$ cat src/logic/mbtap_regs.vh
`ifndef MBTAP_REGS_VH
`define MBTAP_REGS_VH

// Register lengths.
`define MBTAP_IR_LEN        8
`define MBTAP_ID_LEN        32
`define MBTAP_BSR_LEN       113

// Instruction codes.
`define MBTAP_OP_EXTEST     8'h00
`define MBTAP_OP_IDCODE     8'h21
`define MBTAP_OP_SAMPLE     8'h05
`define MBTAP_OP_CLAMP      8'h07
`define MBTAP_OP_HIGHZ      8'h03
`define MBTAP_OP_BYPASS     8'hFF

// Fixed pattern loaded into the instruction shifter on capture.
`define MBTAP_IR_CAPTURE    8'h01

// Identification word fields.
`define MBTAP_ID_REV_HI     31
`define MBTAP_ID_REV_LO     28
`define MBTAP_ID_DEV_HI     27
`define MBTAP_ID_DEV_LO     12
`define MBTAP_ID_VEN_HI     11
`define MBTAP_ID_VEN_LO     1
`define MBTAP_ID_PRESENT    0

// Scan cell numbers, counted from 1; cell n sits at vector bit n-1.
`define MBTAP_CELL_DK       1
`define MBTAP_CELL_DK_N     2
`define MBTAP_CELL_CS       3
`define MBTAP_CELL_REF      4
`define MBTAP_CELL_WE       5
`define MBTAP_CELL_UNUSED_LO 10
`define MBTAP_CELL_UNUSED_HI 27
`define MBTAP_CELL_ZQ       28

`endif

$ cat src/logic/mbtap_core.v
// Contract
// [RULE1] Code 00h captures the cell ring and puts the boundary register on the serial path.
// [RULE2] Code 21h loads the fixed identification word and puts that register on the serial path.
// [RULE3] Code 05h captures the cell ring and puts the boundary register on the serial path.
// [RULE4] Code 07h selects the bypass bit while output balls drive the boundary register values.
// [RULE5] Code 03h selects the bypass bit and turns every output ball off.
// [RULE6] Code FFh puts the single bypass bit between serial input and serial output.
// [RULE7] External test, identification and bypass leave the functional ball path untouched.
// [RULE8] The controller loads only the six defined codes; the rest are reserved. The code loads any shifted code into instr_q.
// [RULE9] The identification word holds revision in 31:28, device in 27:12 and vendor in 11:1.
// [RULE10] Bit 0 of the identification word is always 1.
// [RULE11] The chain starts with the data clock cells at 1 and 2, commands at 3 to 5, impedance at 28.
// [RULE12] In the narrow configuration cells 10 to 27 belong to unused balls and hold nothing.
// [RULE13] The instruction register is eight bits, shifted in during the instruction-shift state.
// [RULE14] A shifted instruction takes effect only on entry to the instruction-update state. The code loads instr_q on the rising edge that leaves that state.
// [RULE15] Identification becomes the current instruction at reset and in test-logic-reset.
`timescale 1ns/10ps
`default_nettype none
`include "mbtap_regs.vh"

module mbtap_core #(
   parameter       BSR_LEN   = `MBTAP_BSR_LEN,
   parameter       WIDE_CFG  = 1'b1,
   parameter [3:0]  ID_REV   = 4'h0,
   // Arbitrary neutral values.
   parameter [15:0] ID_DEV   = 16'h5A3C,
   parameter [10:0] ID_VEN   = 11'h155
) (
   // Clock and reset.
   input  wire               ref_clk,
   input  wire               rst_n,
   // Test port pins.
   input  wire               test_clk,
   input  wire               test_mode,
   input  wire               test_in,
   output reg                test_out_q,
   output reg                test_out_oe_q,
   // Ball ring.
   input  wire [BSR_LEN-1:0] ring_in,
   input  wire [BSR_LEN-1:0] core_out,
   input  wire [BSR_LEN-1:0] core_oe,
   output reg  [BSR_LEN-1:0] ball_out_q,
   output reg  [BSR_LEN-1:0] ball_oe_q,
   // Status.
   output reg  [7:0]         instr_q
);

   localparam [15:0] S_TLR  = 16'h0001;
   localparam [15:0] S_RTI  = 16'h0002;
   localparam [15:0] S_SDRS = 16'h0004;
   localparam [15:0] S_CDR  = 16'h0008;
   localparam [15:0] S_SHDR = 16'h0010;
   localparam [15:0] S_E1DR = 16'h0020;
   localparam [15:0] S_PDR  = 16'h0040;
   localparam [15:0] S_E2DR = 16'h0080;
   localparam [15:0] S_UDR  = 16'h0100;
   localparam [15:0] S_SIRS = 16'h0200;
   localparam [15:0] S_CIR  = 16'h0400;
   localparam [15:0] S_SHIR = 16'h0800;
   localparam [15:0] S_E1IR = 16'h1000;
   localparam [15:0] S_PIR  = 16'h2000;
   localparam [15:0] S_E2IR = 16'h4000;
   localparam [15:0] S_UIR  = 16'h8000;

   wire [2:0]         pins;
   reg                tck_prev_q;
   reg  [15:0]        state_q;
   reg  [15:0]        state_d;
   reg  [7:0]         ir_sh_q;
   reg  [31:0]        id_sh_q;
   reg                byp_q;
   reg  [BSR_LEN-1:0] bsr_sh_q;
   reg  [BSR_LEN-1:0] bsr_upd_q;
   wire [BSR_LEN-1:0] ring_cap;
   wire [BSR_LEN-1:0] cell_used;
   wire [31:0]        id_word;
   wire               tck;
   wire               tms;
   wire               tdi;
   wire               tck_rise;
   wire               tck_fall;
   wire               sel_bsr;
   wire               sel_id;
   wire               op_clamp;
   wire               op_highz;

   // The test clock is sampled alongside its mode and data pins so that all
   // three see the same filter delay and stay aligned to each other.
   mbtap_sync #(
      .WIDTH    (3)
   ) u_sync (
      .ref_clk  (ref_clk),
      .rst_n    (rst_n),
      .async_in ({test_clk, test_mode, test_in}),
      .level_q  (pins)
   );

   assign tck      = pins[2];
   assign tms      = pins[1];
   assign tdi      = pins[0];
   assign tck_rise = tck & ~tck_prev_q;
   assign tck_fall = ~tck & tck_prev_q;

   // Reserved codes fall through to the bypass path, the least intrusive choice.
   assign sel_bsr  = (instr_q == `MBTAP_OP_EXTEST) ||
                     (instr_q == `MBTAP_OP_SAMPLE);   // see [RULE1] see [RULE3]
   assign sel_id   = (instr_q == `MBTAP_OP_IDCODE);   // see [RULE2]
   assign op_clamp = (instr_q == `MBTAP_OP_CLAMP);
   assign op_highz = (instr_q == `MBTAP_OP_HIGHZ);

   assign id_word[`MBTAP_ID_REV_HI:`MBTAP_ID_REV_LO] = ID_REV;   // see [RULE9]
   assign id_word[`MBTAP_ID_DEV_HI:`MBTAP_ID_DEV_LO] = ID_DEV;   // see [RULE9]
   assign id_word[`MBTAP_ID_VEN_HI:`MBTAP_ID_VEN_LO] = ID_VEN;   // see [RULE9]
   assign id_word[`MBTAP_ID_PRESENT]                 = 1'b1;     // see [RULE10]

   // Cell n of the chain is vector bit n-1, so cell 1 leaves first.
   genvar g;
   generate
      for (g = 0; g < BSR_LEN; g = g + 1) begin : g_cell
         assign cell_used[g] = WIDE_CFG ||
                               (g < `MBTAP_CELL_UNUSED_LO - 1) ||
                               (g > `MBTAP_CELL_UNUSED_HI - 1);   // see [RULE12]
         assign ring_cap[g]  = ring_in[g] & cell_used[g];         // see [RULE11]
      end
   endgenerate

   always @* begin
      state_d = state_q;
      case (state_q)
         S_TLR:   state_d = tms ? S_TLR  : S_RTI;
         S_RTI:   state_d = tms ? S_SDRS : S_RTI;
         S_SDRS:  state_d = tms ? S_SIRS : S_CDR;
         S_CDR:   state_d = tms ? S_E1DR : S_SHDR;
         S_SHDR:  state_d = tms ? S_E1DR : S_SHDR;
         S_E1DR:  state_d = tms ? S_UDR  : S_PDR;
         S_PDR:   state_d = tms ? S_E2DR : S_PDR;
         S_E2DR:  state_d = tms ? S_UDR  : S_SHDR;
         S_UDR:   state_d = tms ? S_SDRS : S_RTI;
         S_SIRS:  state_d = tms ? S_TLR  : S_CIR;
         S_CIR:   state_d = tms ? S_E1IR : S_SHIR;
         S_SHIR:  state_d = tms ? S_E1IR : S_SHIR;
         S_E1IR:  state_d = tms ? S_UIR  : S_PIR;
         S_PIR:   state_d = tms ? S_E2IR : S_PIR;
         S_E2IR:  state_d = tms ? S_UIR  : S_SHIR;
         S_UIR:   state_d = tms ? S_SDRS : S_RTI;
         default: state_d = S_TLR;
      endcase
   end

   // Controller and shift registers advance on the test clock rising edge.
   always @(posedge ref_clk or negedge rst_n) begin
      if (!rst_n) begin
         tck_prev_q <= 1'b0;
         state_q    <= S_TLR;
         instr_q    <= `MBTAP_OP_IDCODE;
         ir_sh_q    <= `MBTAP_IR_CAPTURE;
         id_sh_q    <= 32'h0000_0000;
         byp_q      <= 1'b0;
         bsr_sh_q   <= {BSR_LEN{1'b0}};
         bsr_upd_q  <= {BSR_LEN{1'b0}};
      end else begin
         tck_prev_q <= tck;
         if (tck_rise) begin
            state_q <= state_d;
            case (state_q)
               S_TLR: begin
                  instr_q <= `MBTAP_OP_IDCODE;   // see [RULE15]
               end
               S_CIR: begin
                  ir_sh_q <= `MBTAP_IR_CAPTURE;
               end
               S_SHIR: begin
                  ir_sh_q <= {tdi, ir_sh_q[7:1]};   // see [RULE13]
               end
               S_UIR: begin
                  instr_q <= ir_sh_q;   // see [RULE14]
               end
               S_CDR: begin
                  if (sel_bsr) begin
                     bsr_sh_q <= ring_cap;   // see [RULE1] see [RULE3]
                  end else if (sel_id) begin
                     id_sh_q <= id_word;   // see [RULE2]
                  end else begin
                     byp_q <= 1'b0;
                  end
               end
               S_SHDR: begin
                  if (sel_bsr) begin
                     bsr_sh_q <= {tdi, bsr_sh_q[BSR_LEN-1:1]};
                  end else if (sel_id) begin
                     id_sh_q <= {tdi, id_sh_q[31:1]};
                  end else begin
                     byp_q <= tdi;   // see [RULE4] see [RULE5] see [RULE6]
                  end
               end
               S_UDR: begin
                  if (sel_bsr) begin
                     bsr_upd_q <= bsr_sh_q;
                  end
               end
               default: begin
                  byp_q <= byp_q;
               end
            endcase
         end
      end
   end

   // Serial output changes on the falling edge and drives only while shifting.
   always @(posedge ref_clk or negedge rst_n) begin
      if (!rst_n) begin
         test_out_q    <= 1'b0;
         test_out_oe_q <= 1'b0;
      end else if (tck_fall) begin
         test_out_oe_q <= (state_q == S_SHDR) || (state_q == S_SHIR);
         if (state_q == S_SHIR) begin
            test_out_q <= ir_sh_q[0];
         end else if (sel_bsr) begin
            test_out_q <= bsr_sh_q[0];
         end else if (sel_id) begin
            test_out_q <= id_sh_q[0];
         end else begin
            test_out_q <= byp_q;
         end
      end
   end

   // The balls follow the core except under clamp and high impedance.
   always @(posedge ref_clk or negedge rst_n) begin
      if (!rst_n) begin
         ball_out_q <= {BSR_LEN{1'b0}};
         ball_oe_q  <= {BSR_LEN{1'b0}};
      end else if (op_highz) begin
         ball_out_q <= core_out;
         ball_oe_q  <= {BSR_LEN{1'b0}};   // see [RULE5]
      end else if (op_clamp) begin
         ball_out_q <= bsr_upd_q & cell_used;   // see [RULE4]
         ball_oe_q  <= core_oe & cell_used;
      end else begin
         ball_out_q <= core_out;   // see [RULE7]
         ball_oe_q  <= core_oe;    // see [RULE7]
      end
   end

endmodule

`default_nettype wire

$ cat src/logic/mbtap_sync.v
`timescale 1ns/10ps
`default_nettype none

module mbtap_sync #(
   parameter WIDTH = 3
) (
   // Clock and reset.
   input  wire             ref_clk,
   input  wire             rst_n,
   // Asynchronous inputs and their filtered levels.
   input  wire [WIDTH-1:0] async_in,
   output reg  [WIDTH-1:0] level_q
);

   reg [WIDTH-1:0] s1_q;
   reg [WIDTH-1:0] s2_q;
   reg [WIDTH-1:0] s3_q;
   integer         i;

   // A bit only moves once the second and third stages agree, which rejects
   // a one-cycle glitch at the cost of one extra cycle of latency.
   always @(posedge ref_clk or negedge rst_n) begin
      if (!rst_n) begin
         s1_q    <= {WIDTH{1'b0}};
         s2_q    <= {WIDTH{1'b0}};
         s3_q    <= {WIDTH{1'b0}};
         level_q <= {WIDTH{1'b0}};
      end else begin
         s1_q <= async_in;
         s2_q <= s1_q;
         s3_q <= s2_q;
         for (i = 0; i < WIDTH; i = i + 1) begin
            if (s2_q[i] == s3_q[i]) begin
               level_q[i] <= s3_q[i];
            end
         end
      end
   end

endmodule

`default_nettype wire

$ cat config.mk
export PLATFORM = sky130hd
export DESIGN_NAME = mbtap_core
export DESIGN_NICKNAME = d
export VERILOG_FILES = /design/src/logic/mbtap_core.v /design/src/logic/mbtap_sync.v
export VERILOG_INCLUDE_DIRS = /design/src /design/src/logic
export SDC_FILE = /design/constraint.sdc
export NUM_CORES = 1
export LEC_CHECK = 0
export BUFFER_PORTS_ARGS = -buffer_cell sky130_fd_sc_hd__buf_2
export CAP_MARGIN = 30
export CORE_MARGIN = 2
export CORE_UTILIZATION = 28
export DETAILED_ROUTE_END_ITERATION = 7
export GPL_TIMING_DRIVEN = 0
export HOLD_SLACK_MARGIN = 0.03
export PLACE_DENSITY = 0.47
export SYNTH_ARGS = -nofsm -noshare
export SYNTH_HDL_FRONTEND = slang
export SYNTH_HIERARCHICAL = 1
export SYNTH_SLANG_ARGS = --single-unit
$ cat constraint.sdc
create_clock -name ref_clk -period 2.4 [get_ports ref_clk]
set_input_delay 0.24 -clock ref_clk [delete_from_list [all_inputs] [get_ports ref_clk]]
set_output_delay 0.24 -clock ref_clk [all_outputs]
set_load 0.05 [all_outputs]
* Word level (Yosys, flattened, before mapping)
Cells that the tools add are included.
** Storage, ports and cells
- Register bits after elaboration :: 532
- Input port bits :: 344
** Cells by class
- Equality and inequality tests :: 31
- Muxes and demuxes :: 34
- Bitwise operators :: 4
- Reduce and logical (&&, ||, !) cells :: 15
** Operator list (number)
- 113-bit 2-to-1 mux :: 5
- 113-bit case mux with 2 select lines :: 1
- 16-bit case mux with 12 select lines :: 1
- 32-bit 2-to-1 mux :: 4
- 32-bit case mux with 2 select lines :: 1
- 16-bit 2-to-1 mux :: 2
- 8-bit case mux with 2 select lines :: 2
- 9-bit 2-to-1 mux :: 2
- 16-bit by 1-bit == test with 1-bit output, second input constant :: 1
- 16-bit by 10-bit == test with 1-bit output, second input constant :: 1
- 16-bit by 11-bit == test with 1-bit output, second input constant :: 1
- 16-bit by 12-bit == test with 1-bit output, second input constant :: 1
- 16-bit by 13-bit == test with 1-bit output, second input constant :: 1
- 16-bit by 14-bit == test with 1-bit output, second input constant :: 1
- 16-bit by 15-bit == test with 1-bit output, second input constant :: 1
- 16-bit == test, second input constant :: 1
- 16-bit by 2-bit == test with 1-bit output, second input constant :: 1
- 16-bit by 3-bit == test with 1-bit output, second input constant :: 1
- 16-bit by 4-bit == test with 1-bit output, second input constant :: 1
- 16-bit by 5-bit == test with 1-bit output, second input constant :: 1
- 16-bit by 6-bit == test with 1-bit output, second input constant :: 1
- 16-bit by 7-bit == test with 1-bit output, second input constant :: 1
- 16-bit by 8-bit == test with 1-bit output, second input constant :: 1
- 16-bit by 9-bit == test with 1-bit output, second input constant :: 1
- 26 further kinds :: 50

* Logic depth before layout (Yosys ltp)
Gate-level depths: netlist (run 1).
- Word-level depth :: 4
- Depth in mapped cells :: 10

* By module
The synthesis (run 1) kept the hierarchy.
** Modules (own cells, without submodules)
- mbtap_core :: instances 1, cells an instance 1584, area each 20505.9 sq um
- mbtap_sync :: instances 1, cells an instance 15, area each 334.1 sq um

* Worst setup path after synthesis (run 1)
OpenSTA, ideal clock, no wires.
- Path kind :: register to register
- Start :: register instr_q[4]
- End :: register bsr_upd_q[100]
- Data arrival time :: 2.455 ns
- Required time :: 2.273 ns
- Slack :: -0.183 ns
- Cell stages (with the launch flop) :: 8
- Buffers on the path :: 2
- Clock period less this slack :: 2.583 ns
- Path through :: dfrtp_1 -> or4_4 -> nor4_4 -> and2_1 -> nand4_2 -> buf_6 -> buf_6 -> mux2_1
** On the way
- Longest elaborated chain between the ends :: 3
- Elaborated cells between the ends (all ways) :: 4
- Classes of those cells :: 1 x eq/ne; 3 x reduce/logical
** RTL lines
- start, declared :: RTL line mbtap_core.v:45 : output reg [7:0] instr_q
- start signal, assigned :: RTL line mbtap_core.v:155 : instr_q <= `MBTAP_OP_IDCODE;
- start signal, assigned :: RTL line mbtap_core.v:167 : instr_q <= `MBTAP_OP_IDCODE;
- start signal, assigned :: RTL line mbtap_core.v:176 : instr_q <= ir_sh_q;
- 8-bit by 3-bit == test with 1-bit output (no line) / 8-bit logical NOT (equally long branches)
- 1-bit logical OR (*) :: RTL line mbtap_core.v:105 : assign sel_bsr = (instr_q == `MBTAP_OP_EXTEST) ||
- 3-bit AND reduction (no line) (*)
- end signal, assigned :: RTL line mbtap_core.v:160 : bsr_upd_q <= {BSR_LEN{1'b0}};
- end signal, assigned :: RTL line mbtap_core.v:198 : bsr_upd_q <= bsr_sh_q;
- end, declared :: RTL line mbtap_core.v:73 : reg [BSR_LEN-1:0] bsr_upd_q;
Every way passes the cells marked *; elsewhere a longest branch is shown, timed or not.
A chain may end at the register's enable or synchronous reset.

* Worst setup path after layout (run 1)
- Start :: register instr_q[4]
- End :: register ball_out_q[105]
** On the way
- Longest elaborated chain between the ends :: 3
- Elaborated cells between the ends (all ways) :: 4
- Classes of those cells :: 2 x eq/ne; 2 x mux
** RTL lines
- 8-bit by 3-bit == test with 1-bit output (no line)
- 113-bit 2-to-1 mux :: RTL line mbtap_core.v:236 : end else if (op_clamp) begin
- 113-bit 2-to-1 mux (*) :: RTL line mbtap_core.v:233 : end else if (op_highz) begin
- end signal, assigned :: RTL line mbtap_core.v:234 : ball_out_q <= core_out;
- end signal, assigned :: RTL line mbtap_core.v:237 : ball_out_q <= bsr_upd_q & cell_used;
- end signal, assigned :: RTL line mbtap_core.v:240 : ball_out_q <= core_out;
- end, declared :: RTL line mbtap_core.v:42 : output reg [BSR_LEN-1:0] ball_out_q,
Marks and branches as above.

==> results of run 1 <==
-- area by class of cell --
type	count	area [um2]	share of cell area (%)
Timing Repair Buffer	1020	7895	23.33
Sequential cell	532	13330	39.41
Tap cell	969	1212	3.583
Buffer	92	1179	3.484
Multi-Input combinational cell	953	8074	23.86
Antenna cell	6	15.01	0.04438
Inverter	6	22.52	0.06657
Clock inverter	19	304.0	0.8986
Clock buffer	93	1798	5.314
-- stage by stage --
step / hold slack [ns] / instance area, um2 / setup TNS [ns]
after floorplan: -0.05559 / 20860 / -0.1730
after global placement: 0.3398 / 24970 / -5711.06
after detailed placement: 0.2458 / 25140 / -212.02
after CTS: 0.1700 / 32140 / -37.36
after global routing: 0.2092 / 33820 / -40.52
final: 0.1745 / 33830 / -12.39
-- cells in the final DEF (no fill, tap or decap), types with 29 or more instances in the layout --
cell,Yosys,routed
dfrtp_1,528,515
nand2_1,183,102
o21ai_1,61,69
mux2_2,156,151
nor2_1,44,44
mux2i_1,113,96
buf_2,27,580
buf_4,6,40
nor2b_1,116,116
clkbuf_1,57,29
dlygate4sd3_1,0,343
nand2_2,0,57
o21ai_2,0,43
mux2_4,0,75
buf_12,0,34
clkbuf_16,0,84
-- worst max-delay path by stage --
stage	slack, ns	depth (start not counted)	to
after CTS	-0.24	8	ball_out_q[66]$_DFF_PN0_
after floorplan	-0.002	7	bsr_upd_q[100]$_DFFE_PN0P_
final	-0.12	8	ball_out_q[105]$_DFF_PN0_
after detailed placement	-0.85	9	bsr_sh_q[57]$_DFFE_PN0P_
after global routing	-0.18	8	bsr_upd_q[100]$_DFFE_PN0P_
after global placement	-11.16	1	instr_q[4]$_DFFE_PN0P_
-- kinds of logic (layout without fill, tap and decap cells) --
logic type | Yosys count | in the layout
other | 0 | 6
AO/OA/AOI/OAI | 169 | 169
buffers and inverters | 114 | 1230
XOR/XNOR | 8 | 8
multiplexers | 339 | 339
AND/OR/NAND/NOR | 434 | 434
adder cells (fa/ha/maj) | 3 | 3
flip-flops | 532 | 532
-- flip-flops by register name, indices dropped and copies added, names as in the netlist --
| register | cells |
|---|---|
| ball_oe_q | 113 |
| bsr_sh_q | 113 |
| state_q | 16 |
| ball_out_q | 113 |
| id_sh_q | 32 |
| tck_prev_q | 1 |
| bsr_upd_q | 113 |
| test_out_oe_q | 1 |
| instr_q | 8 |
| ir_sh_q | 8 |
| u_sync/level_q | 3 |
| u_sync/s3_q | 3 |
| test_out_q | 1 |
| byp_q | 1 |
| u_sync/s1_q | 3 |
| u_sync/s2_q | 3 |
-- synthesized netlist by cell type, drive strengths merged, types with 2 or more instances --
| library cell | instances | area share, % |
|---|---|---|
| a21oi | 2 | 0.048 |
| a22oi | 2 | 0.072 |
| mux2 | 226 | 12 |
| nor3 | 22 | 0.53 |
| clkbuf | 57 | 1.0 |
| a31oi | 2 | 0.060 |
| inv | 6 | 0.11 |
| o21ai | 131 | 3.1 |
| nor3b | 3 | 0.11 |
| xor2 | 5 | 0.21 |
| dfrtp | 528 | 63 |
| dfstp | 4 | 0.50 |
| or4b | 3 | 0.14 |
| nor2b | 116 | 3.5 |
| a22o | 8 | 0.34 |
| nand2b | 5 | 0.15 |
| buf | 51 | 1.7 |
| nand2 | 183 | 3.3 |
| nand3 | 21 | 0.50 |
| o41ai | 2 | 0.084 |
| and3 | 3 | 0.090 |
| a2bb2oi | 3 | 0.13 |
| maj3 | 3 | 0.16 |
| a21o | 2 | 0.072 |
| or4 | 7 | 0.27 |
| or2 | 2 | 0.060 |
| mux2i | 113 | 5.4 |
| nor2 | 44 | 0.79 |
| o311ai | 2 | 0.084 |
| nor4 | 13 | 0.62 |
| or3 | 2 | 0.060 |
| o211ai | 2 | 0.096 |
| nand4 | 4 | 0.15 |
| o31ai | 4 | 0.14 |
| nor4b | 2 | 0.084 |
| xnor2 | 3 | 0.13 |
-- power by group through the flow --
stage	clock network, mW	registers (mW)	logic, mW
6_report	9.72	9.49	2.99
5_1_grt	10.4	9.52	3.21
4_1_cts	10.0	9.47	2.95
3_5_place_dp	0	9.61	2.35
3_3_place_gp	0	9.61	2.31
2_1_floorplan	0	10.3	0.676
-- layer usage --
layer  global-route usage, %  share of wire [%]  vias up
met5                       0              0.072        -
met4                   4.877                2.7        8
met3                   4.623                6.0      103
met2                   29.75                 50      494
met1                   21.06                 41     8134
li1                        -                  -     7645
-- repair_timing --
action	in CTS	in global routing
buffers inserted	44	15
cloned	13	21
hold endpoints to repair	411	0
hold buffers	343	0
pin swaps	13	40
endpoints found under the setup margin	490	502
resized for setup	263	370
==> impl_metrics.yaml, run 1 <==
timing:
  fin_crit_sh_pct: 105.0
  slew_headroom_pct: 54.89
  rsz0062_at_grt: "yes"
  final-setup-viol-count: 276
  worst_slew_pin_slew_ns: 0.6766
  hold_viol_final: 0
  final.setup.worst_slack_ns: -0.1200
  layout_min_cycle_time_ns: 2.520
  fin_skew_ns: 0.01091
  fmax_mhz: 396.8
  finalMaxSlewViolations: 0
worst_hold_path:
  hold_path.class: "in2async"
finish:
  drive_gt1_share_pct: 47.03
  post-route-util_pct: 45.68
  num-nets-final: 3010
  syn_to_final_growth_pct: 62.35
  fill_cells: 6755
  final_cells: 3690
clock_network:
  numCtsBuffers: 61
  cts_num_sinks: 532
  root_buffer: "clkbuf_16"
  cts_buffer_depth: 3
  clkTransAtPathRegs_ns: 0.06
  insertion_delay_ns: 0.63
  cts_tree: "yes"
  h-tree-depth: 2
die:
  row_count: 100
  start_util_pct: 28.14
  core_mm2: 0.07407
  die_y_um: 276.8
  io_pins: 580
  design.die.area_mm2: 0.07663
  die_w_um: 276.8
synthesis:
  synthMuxAreaShare_pct: 17.64
  synth_nets: 1943
  async_flop_share_pct: 100.0
  synth_xor_area_share_pct: 0.3362
  synthCells: 1599
  synth_edf_count: 0
  syn-cell-area_mm2: 0.02084
  ys_seq_elements: 532
  synthFlopType: "dfrtp_1"
  synth_warnings: 6
  synthAdderAreaFrac_pct: 0.1621
  synth-compound-area-share_pct: 4.629
  ys_types: 59
  synth_top_family_by_area: "multiplexers"
  synth-simple-area-share_pct: 10.50
  avgSynthCellArea_um2: 13.03
  seq_area_frac_synth_pct: 63.90
route:
  wirelength_um: 69600
  firstDrtPassIters: 5
  wl_per_cell_um: 18.86
  viasPerCell: 4.440
  drt_iter0_markers: 670
  vias: 16380
  drc: 0
  ant_nets: 0
global_route:
  grt_pass1_vias: 17840
  grt_max_degree: 114
  grt_antenna_before_repair: 11
  grt_usage_pct: 17.21
  grt_first_pass_wirelength_um: 104000
  grt-ovfl-total: 0
critical_path:
  r2r-end: "ball_out_q[105]$_DFF_PN0_"
  cp_max_fo: 7
  cpMaxStageDelayCell: "or4_4"
  criticalPathCategory: "reg2reg"
  r2r-start: "instr_q[4]$_DFFE_PN0P_"
  critPathLaunchType: "flip-flop"
  arrival_ns: 3.03
  worst-path-buf-inv: 5
  reg2reg_slack_ns: -0.12
  r2r_cells: 8
  cp_slowest_stage_delay_ns: 0.56
  crit_start: "instr_q[4]$_DFFE_PN0P_"
  required_ns: 2.91
  cp-end-kind: "flip-flop"
  crit_chain: "or4_4 > buf_4 > buf_4 > nor4_4 > buf_6 > clkbuf_16 > clkbuf_16 > mux2_2"
  path_delay_family: "buffers and inverters"
pwr:
  power_leakage_nw: 15.89
  total_power_mw: 22.19
  netSwitchingPower_mw: 5.742
  combPwrFrac_pct: 13.5
  seqPwrFrac_pct: 42.8
  swShare_pct: 25.87
  pwr-share-clk_pct: 43.8
  p_per_area_mw_per_mm2: 655.9
  intPower_mw: 16.45
  peakVddDrop_mv: 0.5259
placed_design:
  place_hpwl_um: 45140
  dp_slack_ns: -0.8533
  io_buffers: 579
  gp_congestion: 0.8648
  dp_cells: 3154
outcome:
  status: "finished, violations left"
  violations: "setup timing"
flow_run:
  maxCapViolations: 0
(Power assumes the default switching activity.)
==> run 2, diff against run 1 <==
Settings changed: SETUP_SLACK_MARGIN set to 0.2.
==> impl_metrics.yaml, run 2 (same netlist as run 1, synthesis figures left out) <==
finish:
  num-nets-final: 3085
  final_cell_mix: "581 x buf_2, 524 x dfrtp_1, 343 x dlygate4sd3_1, 182 x mux2_4, 115 x nor2b_1"
  syn_to_final_growth_pct: 73.34
  final_common_cell: "buf_2"
  fill_cells: 6532
  drive_gt1_share_pct: 50.68
die:
  core_mm2: 0.07407
  start_util_pct: 28.14
  io_pins: 580
  die_y_um: 276.8
  design.die.area_mm2: 0.07663
  row_count: 100
  die_w_um: 276.8
clock_network:
  h-tree-depth: 2
  cts_tree: "yes"
  cts_num_sinks: 532
  cts_buffer_depth: 3
  clkTransAtPathRegs_ns: 0.07
  insertion_delay_ns: 0.62
  numCtsBuffers: 60
  root_buffer: "clkbuf_16"
critical_path:
  reg2reg_slack_ns: -0.19
  worst-path-buf-inv: 6
  crit_start: "state_q[13]$_DFFE_PN0P_"
  criticalPathCategory: "reg2reg"
  required_ns: 2.90
  cp_slowest_stage_delay_ns: 0.53
  crit_top_cell: "buf_6"
  arrival_ns: 3.09
  critPathLaunchType: "flip-flop"
  path_delay_family: "buffers and inverters"
  cp_max_fo: 5
  cp-end-kind: "flip-flop"
  r2r-start: "state_q[13]$_DFFE_PN0P_"
  crit_chain: "buf_6 > or4_4 > buf_6 > buf_6 > nor3_4 > nand4_4 > buf_12 > clkbuf_16 > clkbuf_16 > mux2_4"
  cpMaxStageDelayCell: "or4_4"
timing:
  fin_skew_ns: 0.02226
  fmax_mhz: 386.2
  setup_tns_ns: -30.27
  final.setup.worst_slack_ns: -0.1896
  final-setup-viol-count: 318
  rsz0062_at_grt: "yes"
  whs_ns: 0.08915
  finalMaxSlewViolations: 0
  worst_slew_pin_slew_ns: 0.6492
  hold_viol_final: 0
  fin_crit_sh_pct: 107.9
  slew_headroom_pct: 56.72
  layout_min_cycle_time_ns: 2.590
worst_hold_path:
  hold_path.class: "in2async"
outcome:
  violations: "setup timing"
  status: "finished, violations left"
pwr:
  power_leakage_nw: 17.08
  peakVddDrop_mv: 0.6079
  total_power_mw: 23.00
  p_per_area_mw_per_mm2: 636.7
placed_design:
  io_buffers: 579
  gp_congestion: 0.8586
  place_hpwl_um: 45220
global_route:
  grt_usage_pct: 17.84
  grt-ovfl-total: 0
  grt_antenna_before_repair: 7
  grt_first_pass_wirelength_um: 106900
  grt_pass1_vias: 18340
  grt_max_degree: 113
route:
  wl_per_cell_um: 19.44
  wirelength_um: 73140
  drt_iter0_markers: 833
  viasPerCell: 4.475
  ant_nets: 0
  vias: 16840
  drc: 0
  firstDrtPassIters: 5
flow_run:
  maxCapViolations: 0
==> run 2: changes by cell type in the layout (fill, tap and decap cells not counted), moves of 10 or more <==
| cell | previous run | this run |
|---|---|---|
| buf_12 | 34 | 48 |
| buf_16 | 16 | 26 |
| buf_4 | 40 | 51 |
| buf_6 | 26 | 42 |
| buf_8 | 19 | 35 |
| clkbuf_16 | 84 | 97 |
| clkbuf_2 | 14 | 4 |
| mux2_2 | 151 | 44 |
| mux2_4 | 75 | 182 |
| nand2_1 | 102 | 72 |
| nand2_2 | 57 | 71 |
| nand2_4 | 23 | 39 |
==> run 2: worst reg2reg max path: stages, from the launching register on <==
cell and delay, ns:
dfrtp_1 0.37, buf_6 0.12, or4_4 0.53, buf_6 0.15, buf_6 0.12, nor3_4 0.17
nand4_4 0.17, buf_12 0.22, clkbuf_16 0.19, clkbuf_16 0.17, mux2_4 0.30
==> run 2: path summary, 6_finish.rpt <==
kind                       cells past startpoint                          to
max reg2reg                                   10  bsr_upd_q[111]$_DFFE_PN0P_
min in group ref_clk                           2    u_sync/s1_q[0]$_DFF_PN0_
min reg2reg                                    0    u_sync/s2_q[1]$_DFF_PN0_
max in group asynchronous                      5     ball_oe_q[86]$_DFF_PN0_
max                                           10  bsr_upd_q[111]$_DFFE_PN0P_
min                                            2   bsr_sh_q[112]$_DFFE_PN0P_
==> run 2: cell type report <==
| type | count | area (um2) | share of cell area, % |
|---|---|---|---|
| multi-input combinational | 953 | 8832 | 24.45 |
| antenna | 3 | 7.507 | 0.02078 |
| timing repair buffer | 1081 | 8956 | 24.79 |
| sequential | 532 | 13320 | 36.88 |
| clock inverter | 24 | 442.9 | 1.226 |
| tap | 969 | 1212 | 3.356 |
| inverter | 6 | 22.52 | 0.06234 |
| buffer | 107 | 1565 | 4.333 |
| clock buffer | 87 | 1763 | 4.880 |
==> run 2: per-stage QoR <==
stage / std cells / utilization [%] / area (um2) / worst slack [ns]
6_report: 3762 / 48.77 / 36120 / -0.1896
5_1_grt: 3762 / 48.77 / 36120 / -0.2692
4_1_cts: 3694 / 44.91 / 33260 / -0.2602
3_5_place_dp: 3153 / 33.97 / 25170 / -0.9186
3_3_place_gp: 3147 / 33.76 / 25000 / -11.19
2_1_floorplan: 1599 / - / 20890 / 0.002866
==> run 2: what timing repair did <==
| action | in CTS | in global routing |
|---|---|---|
| endpoints found under the setup margin | 510 | 493 |
| endpoints found under the hold margin | 585 | 0 |
| pin swaps | 75 | 61 |
| buffers inserted | 60 | 36 |
| hold buffers | 343 | 0 |
| cloned | 28 | 29 |
| resized for setup | 396 | 541 |
==> run 2: per-layer routing <==
| layer | routed length (um) | part of all wire, % | track usage, % |
|---|---|---|---|
| met1 | 30090 | 41 | 21.87 |
| met2 | 36980 | 51 | 31.25 |
| met3 | 4076 | 5.6 | 4.345 |
| met4 | 1950 | 2.7 | 4.780 |
| met5 | 30 | 0.041 | 0 |
==> run 2: power breakdown <==
part           total [mW]  switching, mW  leakage, nW  internal [mW]
combinational        3.33           1.88         9.73           1.45
sequential           9.48          0.167         6.26           9.31
clock                10.2           3.83         1.09           6.36
total                23.0           5.88         17.1           17.1
==> run 3, diff against run 2 <==
Settings changed: CTS_BUF_LIST set to sky130_fd_sc_hd__clkbuf_4.
==> impl_metrics.yaml, run 3 (same netlist as run 1, synthesis figures left out) <==
clock_network:
  cts_num_sinks: 532
  numCtsBuffers: 158
  clkTransAtPathRegs_ns: 0.07
  cts_tree: "yes"
  cts_buffer_depth: 3
  root_buffer: "clkbuf_4"
  insertion_delay_ns: 0.97
  h-tree-depth: 4
finish:
  multi_input_area_mm2: 0.008564
  syn_to_final_growth_pct: 84.59
  final_cell_mix: "638 x dlygate4sd3_1, 579 x buf_2, 525 x dfrtp_1, 225 x clkbuf_4, 165 x mux2_4"
  final_common_cell: "dlygate4sd3_1"
  num-nets-final: 3480
  seq_area_mm2: 0.01332
  drive_gt1_share_pct: 46.73
  final_cells: 4214
  final_area_mm2: 0.03847
  fill_cells: 6361
critical_path:
  crit_start: "state_q[12]$_DFFE_PN0P_"
  cp_max_fo: 5
  critPathLaunchType: "flip-flop"
  criticalPathCategory: "reg2reg"
  crit_top_cell: "buf_6"
  path_delay_family: "buffers and inverters"
  crit_chain: "buf_6 > or4_4 > buf_8 > nor4_4 > buf_6 > buf_6 > o211ai_4 > buf_12 > buf_16 > buf_8 > nand2_2 > o21ai_1"
  required_ns: 3.18
  r2r-start: "state_q[12]$_DFFE_PN0P_"
  cpMaxStageDelayCell: "or4_4"
  reg2reg_slack_ns: -0.18
  arrival_ns: 3.36
  cp-end-kind: "flip-flop"
  cp_slowest_stage_delay_ns: 0.53
  worst-path-buf-inv: 7
die:
  row_count: 100
  io_pins: 580
  die_w_um: 276.8
  start_util_pct: 28.14
  core_mm2: 0.07407
  design.die.area_mm2: 0.07663
  die_y_um: 276.8
route:
  vias: 18640
  viasPerCell: 4.424
  drt_iter0_markers: 805
  drc: 0
  wirelength_um: 77780
  ant_nets: 0
  firstDrtPassIters: 4
  wl_per_cell_um: 18.46
placed_design:
  placed_area_mm2: 0.02517
  dp_slack_ns: -0.9186
  gp_congestion: 0.8586
  dp_cells: 3153
  place_hpwl_um: 45220
  io_buffers: 579
timing:
  setup_tns_ns: -23.94
  final.setup.worst_slack_ns: -0.1765
  layout_min_cycle_time_ns: 2.576
  fmax_mhz: 388.1
  slew_headroom_pct: 56.52
  final-setup-viol-count: 262
  hold_viol_final: 0
  worst_slew_pin_slew_ns: 0.6522
  finalMaxSlewViolations: 0
  fin_skew_ns: 0.07524
  fin_crit_sh_pct: 107.4
  whs_ns: 0.1643
  rsz0062_at_grt: "yes"
worst_hold_path:
  worstHoldStart: "ring_in[76]"
  hold_path.class: "in2reg"
global_route:
  grt_antenna_before_repair: 7
  grt_first_pass_wirelength_um: 118000
  grt_pass1_vias: 20690
  grt_max_degree: 113
  grt_usage_pct: 19.70
  grt-ovfl-total: 0
pwr:
  peakVddDrop_mv: 0.3409
  p_per_area_mw_per_mm2: 559.7
  power_leakage_nw: 18.26
outcome:
  status: "finished, violations left"
  violations: "setup timing"
flow_run:
  maxCapViolations: 0
run 3: cell types whose count changed in the layout (fill, tap and decap cells not counted), sizes merged:
cell / previous run / this run
clkbuf: 148 / 284
bufinv: 12 / 1
clkinvlp: 0 / 4
clkinv: 10 / 34
dlygate4sd3: 343 / 638
inv: 8 / 12
run 3: through the flow:
| stage | utilization [%] | power (mW) |
|---|---|---|
| 2_1_floorplan | - | 11.01 |
| 3_3_place_gp | 33.76 | 11.91 |
| 3_5_place_dp | 33.97 | 11.96 |
| 4_1_cts | 49.22 | 21.55 |
| 5_1_grt | 51.93 | 22.70 |
| 6_report | 51.94 | 21.53 |
run 3: power by group:
group / switching (mW) / internal [mW]
clock network: 4.09 / 4.33
logic: 1.92 / 1.70
registers: 0.168 / 9.31
run 3: final timing paths:
| check | to | depth (start not counted) |
|---|---|---|
| hold reg to reg | u_sync/s2_q[2]$_DFF_PN0_ | 0 |
| max in group asynchronous | ball_oe_q[37]$_DFF_PN0_ | 6 |
| min in group asynchronous | ball_out_q[86]$_DFF_PN0_ | 4 |
| hold / removal | bsr_sh_q[76]$_DFFE_PN0P_ | 4 |
| setup reg to reg | bsr_sh_q[79]$_DFFE_PN0P_ | 12 |
| setup / recovery | bsr_sh_q[79]$_DFFE_PN0P_ | 12 |
run 3: cell type report:
class | count | share of cell area, %
multi-input cells | 953 | 22.26
repair buffers | 1377 | 30.90
clock inverters | 45 | 0.5985
plain buffers | 108 | 4.066
diodes | 3 | 0.01951
well taps | 969 | 3.152
flip-flops and latches | 532 | 34.63
clock buffers | 221 | 4.313
inverters | 6 | 0.05854
run 3: worst reg2reg max path: stages, from the launching register on:
cell	delay, ns
dfrtp_1	0.38
buf_6	0.12
or4_4	0.53
buf_8	0.15
nor4_4	0.20
buf_6	0.19
buf_6	0.12
o211ai_4	0.09
buf_12	0.19
buf_16	0.17
buf_8	0.17
nand2_2	0.06
o21ai_1	0.06
run 3: metal layers:
layer | vias to the layer above | wire length (um) | GRT usage (%)
met5 | - | 24 | 0
met4 | 4 | 1941 | 6.132
met3 | 148 | 4644 | 5.551
met1 | 9250 | 31470 | 23.18
met2 | 589 | 39700 | 34.68
li1 | 8653 | - | -
run 3: what timing repair did:
| item | 4_1_cts | 5_1_grt |
|---|---|---|
| gates resized for setup | 446 | 387 |
| cloned | 35 | 16 |
| hold endpoints to repair | 587 | 0 |
| setup buffers | 70 | 32 |
| pin swaps | 56 | 46 |
| setup endpoints to repair | 512 | 499 |
| hold buffers | 639 | 0 |
